--- src/dcf_defs.vh ---
// Constants for the debug clock frequency counter
`ifndef DCF_DEFS_VH
`define DCF_DEFS_VH
`define DCF_MCLK_HZ 10000000
`define DCF_GATE_MS 1
`define DCF_GATE_CYCLES ((`DCF_MCLK_HZ / 1000) * `DCF_GATE_MS)
`define DCF_NUM_PROBES 4
`define DCF_SEL_W 2
`define DCF_CNT_W 20
`define DCF_FREQ_W 32
`define DCF_HZ_SCALE 1000
`define DCF_MIN_HZ 2000
`define DCF_MAX_HZ 333330000
`endif

--- src/dcf_freq_counter.v ---
// Debug clock frequency counter top level
// Contract
// - Four probe inputs, selected per request.
// - Request starts one 1 ms gated measurement.
// - No edges in gate reports invalid.
// - Accurate between 2 kHz and 333.33 MHz; with 10 MHz sampling the code counts only below 5 MHz.
`timescale 1ns/1ps
`include "dcf_defs.vh"
module dcf_freq_counter #(
    parameter GATE_CYCLES = `DCF_GATE_CYCLES,
    parameter HZ_SCALE = `DCF_HZ_SCALE
) (
    mclk,
    nrst,
    clock_probe_inputs,
    meas_req,
    meas_sel,
    meas_busy,
    meas_done,
    meas_freq_hz,
    meas_valid
);
    input wire mclk;
    input wire nrst;
    input wire [`DCF_NUM_PROBES-1:0] clock_probe_inputs;
    input wire meas_req;
    input wire [`DCF_SEL_W-1:0] meas_sel;
    output wire meas_busy;
    output wire meas_done;
    output wire [`DCF_FREQ_W-1:0] meas_freq_hz;
    output wire meas_valid;

    localparam ST_IDLE = 3'b001;
    localparam ST_GATE = 3'b010;
    localparam ST_DONE = 3'b100;

    // ==========================================================
    // Probe synchronisers
    // ==========================================================
    wire [`DCF_NUM_PROBES-1:0] rise;
    genvar gi;
    generate
        for (gi = 0; gi < `DCF_NUM_PROBES; gi = gi + 1) begin : g_sync
            dcf_edge_sync u_sync (
                .mclk(mclk),
                .nrst(nrst),
                .async_in(clock_probe_inputs[gi]),
                .rise_pulse(rise[gi])
            );
        end
    endgenerate

    // ==========================================================
    // Measurement control
    // ==========================================================
    reg [2:0] state_reg;
    reg [2:0] state_next;
    reg [`DCF_SEL_W-1:0] sel_reg;
    reg [31:0] gate_reg;
    reg [`DCF_CNT_W-1:0] edge_reg;
    reg [`DCF_FREQ_W-1:0] freq_reg;
    reg valid_reg;
    reg done_reg;

    wire gate_end = (gate_reg == GATE_CYCLES - 1);
    wire sel_rise = rise[sel_reg];

    function [`DCF_FREQ_W-1:0] to_hz;
        input [`DCF_CNT_W-1:0] cnt;
        reg [63:0] prod;
        begin
            prod = {44'h0, cnt} * HZ_SCALE;
            to_hz = prod[`DCF_FREQ_W-1:0];
        end
    endfunction

    always @* begin
        state_next = state_reg;
        case (state_reg)
            ST_IDLE: begin
                if (meas_req) begin
                    state_next = ST_GATE;
                end
            end
            ST_GATE: begin
                if (gate_end) begin
                    state_next = ST_DONE;
                end
            end
            ST_DONE: begin
                state_next = ST_IDLE;
            end
            default: begin
                state_next = ST_IDLE;
            end
        endcase
    end

    wire [`DCF_CNT_W-1:0] final_cnt = edge_reg + {{(`DCF_CNT_W-1){1'b0}}, sel_rise};

    always @(posedge mclk or negedge nrst) begin
        if (!nrst) begin
            state_reg <= ST_IDLE;
            sel_reg <= {`DCF_SEL_W{1'b0}};
            gate_reg <= 32'h0;
            edge_reg <= {`DCF_CNT_W{1'b0}};
            freq_reg <= {`DCF_FREQ_W{1'b0}};
            valid_reg <= 1'b0;
            done_reg <= 1'b0;
        end else begin
            state_reg <= state_next;
            done_reg <= 1'b0;
            case (state_reg)
                ST_IDLE: begin
                    if (meas_req) begin
                        sel_reg <= meas_sel;
                        gate_reg <= 32'h0;
                        edge_reg <= {`DCF_CNT_W{1'b0}};
                    end
                end
                ST_GATE: begin
                    gate_reg <= gate_reg + 32'h1;
                    edge_reg <= final_cnt;
                    if (gate_end) begin
                        freq_reg <= to_hz(final_cnt);
                        // Inside the 2 kHz..333.33 MHz span on 10 MHz sampling only below Nyquist counts
                        valid_reg <= (final_cnt != {`DCF_CNT_W{1'b0}});
                        done_reg <= 1'b1;
                    end
                end
                default: begin
                end
            endcase
        end
    end

    assign meas_busy = (state_reg != ST_IDLE);
    assign meas_done = done_reg;
    assign meas_freq_hz = freq_reg;
    assign meas_valid = valid_reg;
endmodule // dcf_freq_counter

--- src/dcf_edge_sync.v ---
// Three-stage synchroniser with rising edge detection
`timescale 1ns/1ps
module dcf_edge_sync (
    mclk,
    nrst,
    async_in,
    rise_pulse
);
    input wire mclk;
    input wire nrst;
    input wire async_in;
    output wire rise_pulse;
    reg s1_reg;
    reg s2_reg;
    reg s3_reg;
    always @(posedge mclk or negedge nrst) begin
        if (!nrst) begin
            s1_reg <= 1'b0;
            s2_reg <= 1'b0;
            s3_reg <= 1'b0;
        end else begin
            s1_reg <= async_in;
            s2_reg <= s1_reg;
            s3_reg <= s2_reg;
        end
    end
    // Edge counts when the second stage shows the new high level and the third stage still holds low
    assign rise_pulse = s2_reg & ~s3_reg;
endmodule // dcf_edge_sync

--- config.mk ---
export PLATFORM = sky130hd
export DESIGN_NAME = dcf_freq_counter
export DESIGN_NICKNAME = d
export VERILOG_FILES = /design/src/dcf_freq_counter.v /design/src/dcf_edge_sync.v
export VERILOG_INCLUDE_DIRS = /design/src /design/src/src
export SDC_FILE = /design/constraint.sdc
export NUM_CORES = 1
export LEC_CHECK = 0
export BUFFER_PORTS_ARGS = -buffer_cell sky130_fd_sc_hd__buf_2
export CAP_MARGIN = 20
export CORE_UTILIZATION = 56
export DETAILED_ROUTE_END_ITERATION = 10
export PLACE_DENSITY = 0.83
export SYNTH_ARGS = -nofsm -noshare
export SYNTH_HDL_FRONTEND = slang
export SYNTH_HIERARCHICAL = 1
export SYNTH_SLANG_ARGS = --single-unit
--- constraint.sdc ---
create_clock -name mclk -period 7.25 [get_ports mclk]
set_input_delay 0.725 -clock mclk [delete_from_list [all_inputs] [get_ports mclk]]
set_output_delay 0.725 -clock mclk [all_outputs]
set_load 0.005 [all_outputs]
==> metrics.txt <==
family of cells with the greatest summed delay on the critical path=adder cells; RR Startpoint=g_sync[2].u_sync/s2_reg$_DFF_PN0_; total of warnings raised by yosys=6; number of buffers inserted for hold repair after clock tree synthesis=0; Ant. Diodes=0; detailed placer's ending HPWL=about 11 mm; sequential fraction of the synthesis area=between 30% and 40%; ratio of cells with drive above 1 in the final layout=10.3%; post-layout utilization of the core=63.3%; Area Overhead vs Synth=9.15%; max-cap check violation count=0; required time worst endpoint=7.49 ns; count of final hold-check violations=0; data arrival at the endpoint of the critical path=about 7 ns; critical path startpoint category=flop; Filler cells=roughly 1100; number of library cell types mapped by synthesis=between 50 and 60; placeable core region=roughly 0.013 mm²; pre-CTS setup slack=0.640 ns; master of the slowest instance on the critical path=xor2_1; run status=completed; biggest area contributors in the synthesized netlist=dfrtp_1 31%, fa_1 16%, ha_1 11%; global-route total usage across every layer=23.3%; transition time at the pin with the least slew margin=~0.88 ns; clock tree from TritonCTS=built; synthesized cell area=0.00777 mm²; Bufs on Longest Clock Path=2; fraction of the cycle the final worst path needs=between 90% and 100%; Max stage delay on crit path=a little under 0.6 ns; number of H-tree levels=3; worst slack on hold paths=0.213 ns; post-route setup slack=slightly above 0.5 ns; start-to-end type of the worst setup path=reg2reg; violation count after the first detailed-route iteration=433; clock slew at reported path FFs=about 0.080 ns; worst r2r dst=meas_freq_hz[29]$_DFFE_PN0P_; internal reg-to-reg setup slack=0.51 ns; post_cts resized=0; Synth top area share=between 30 and 40%; buffers inserted during post-CTS setup optimization=0; CP startpoint=g_sync[2].u_sync/s2_reg$_DFF_PN0_; final std cell area, no fill=approximately 0.0085 mm²; vias post-DR=~5700; maximum frequency from static timing analysis=roughly 150 MHz; RD Place Congestion=0.875; post-route clock skew=between 0.01 and 0.015 ns; cts bufs inserted=9; Top cell by count, worst path=fa_1; Avg Vias per Cell=around 5.6; Setup crit end=meas_freq_hz[29]$_DFFE_PN0P_; die footprint=between 0.01 and 0.015 mm²; FF+latch area=0.00245 mm²; first-pass GRT wire length=around 27 mm; Sum Neg Setup Slack=0 ns; number of buffers and inverters on the critical path=3; count of cells along the worst register-to-register path=23; initial antenna violation count=0; via count of the first global-routing pass=5556; final worst path period need=a little under 7 ns; leakage power figure=4.20 nW; highest net fanout along the worst path=8; DRC violations left=0; RSZ-0062 raised after global routing=no; worst hold path class=in2async; pin count of the biggest net entering global routing=81; sequence of cells on the critical path=nor2b_4 > mux4_2 > ha_1 > nand2_1 > nor2_1 > and4_2 > nand4_1 > xor2_1 > inv_1 > fa_1 > inv_1 > fa_1 > fa_1 > fa_1 > inv_1 > ha_1 > a21o_1 > a31oi_1 > o221ai_1 > a221oi_1 > o21ai_1 > xnor2_1 > o21ai_1; input/output buffers=38; aggregate routed wire length=about 15 mm; root buffer selected by CTS=clkbuf_16; share of synthesized registers carrying an async set or reset=100%; DIE HEIGHT=approximately 120 µm; average footprint of a synthesized cell=just under 10 µm²; number of sinks on the clock net=98; number of enable-type register cells in the synthesized netlist=0; number of flip-flops in the largest register=32; Critical Path Sink Type=flop; IR drop worst, VDD=around 0.00014 V; Clock Latency Late Sink=~0.37 ns; number of pins exceeding their max-slew limit in the final report=0; Avg WL per Cell=around 15 µm; total grt overflow=0; number of cells produced by synthesis=between 800 and 900; normalized max-slew margin=just over 40%; number of nets with antenna violations after routing=0; logic depth of the worst setup path including buffers=23; top flip-flop cell by instance count after synthesis=dfrtp_1; FP Rows=42; Post-Place Cell Area=0.00815 mm²; number of endpoints failing setup at the final stage=0; cell with the most instances after synthesis=inv_1; initial cell density of the core=58.0%; NumNets Final=roughly 1000; number of synthesized register bits=98; ports placed on the boundary=44; multi-input combinational cell area=0.00477 mm²; ratio of total power to cell area=about 160 mW/mm²; Die W=~120 µm; number of detailed-route iterations in the first pass=5; most used standard cells in the synthesized netlist=116 x inv_1, 97 x dfrtp_1, 97 x nand2_1; Synth area leader=dfrtp_1
-- cell families after synthesis --
logic type | after synthesis | synth area share [%]
AOI/OAI and AO/OA | 145 | 11.4
xor gates and xnor gates | 50 | 5.73
DFF | 98 | 31.6
and+or+nand+nor | 220 | 14.2
adders and majority gates | 133 | 27.6
buffers and inverters | 141 | 7.20
muxes | 16 | 2.25
other | 1 | 0.0483
-- cell usage in the layout, fill, tap and decap left out, types with 11 or more instances in the layout --
cell / instances
inv_1: 116
nand2_1: 97
dfrtp_1: 97
ha_1: 69
o21ai_0: 64
fa_1: 64
nand3_1: 43
buf_2: 37
xnor2_1: 33
a21oi_1: 24
nor2_1: 20
xor2_1: 16
mux2i_1: 13
and3_1: 12
a21o_1: 11
buf_4: 11
-- worst register-to-register path, stage by stage (launching register included) --
cell and delay (ns):
dfrtp_1 0.40, nor2b_4 0.13, mux4_2 0.49, ha_1 0.23, nand2_1 0.07, nor2_1 0.08
and4_2 0.29, nand4_1 0.12, xor2_1 0.59, inv_1 0.22, fa_1 0.57, inv_1 0.08
fa_1 0.53, fa_1 0.44, fa_1 0.54, inv_1 0.05, ha_1 0.41, a21o_1 0.24
a31oi_1 0.23, o221ai_1 0.19, a221oi_1 0.28, o21ai_1 0.12, xnor2_1 0.23, o21ai_1 0.08
-- cell type report --
type                    count  area share, %
well taps                 176           2.60
multi-input cells         569           56.3
inverters                 116           5.14
clock inverters             7          0.930
clock buffers               9           2.66
repair buffers             49           3.48
flip-flops and latches     98           28.9
-- through the flow --
stage / power (W) / instances
floorplan: 0.000801 / 808
global placement: 0.000872 / 1007
detailed placement: 0.000878 / 1007
CTS: 0.00137 / 1023
global route: 0.00144 / 1024
finish: 0.00136 / 1024
-- metal layers --
metal	track usage (%)	up-vias	part of all wire [%]
li1	-	2743	-
met1	31.9	2802	44
met2	37.7	167	49
met3	3.09	33	4.6
met4	9.06	0	2.3
met5	0	-	0
-- where the power goes --
| group | leakage, nW | switching (W) | total (W) | internal (W) |
|---|---|---|---|---|
| combinational | 2.72 | 0.000180 | 0.000283 | 0.000102 |
| clock | 0.148 | 0.000245 | 0.000491 | 0.000245 |
| sequential | 1.33 | 0.0000176 | 0.000587 | 0.000570 |
| total | 4.20 | 0.000443 | 0.00136 | 0.000918 |
-- worst min-delay path by stage --
stage	start	slack, ns	depth (start not counted)	to
5_1_grt	nrst	0.24	1	meas_freq_hz[11]$_DFFE_PN0P_
3_5_place_dp	g_sync[1].u_sync/s1_reg$_DFF_PN0_	0.34	0	g_sync[1].u_sync/s2_reg$_DFF_PN0_
4_1_cts	nrst	0.22	1	meas_freq_hz[11]$_DFFE_PN0P_
2_1_floorplan	g_sync[0].u_sync/s1_reg$_DFF_PN0_	0.33	0	g_sync[0].u_sync/s2_reg$_DFF_PN0_
3_3_place_gp	g_sync[2].u_sync/s1_reg$_DFF_PN0_	0.34	0	g_sync[2].u_sync/s2_reg$_DFF_PN0_
6_report	nrst	0.21	1	meas_freq_hz[11]$_DFFE_PN0P_
(Power assumes the default switching activity.)
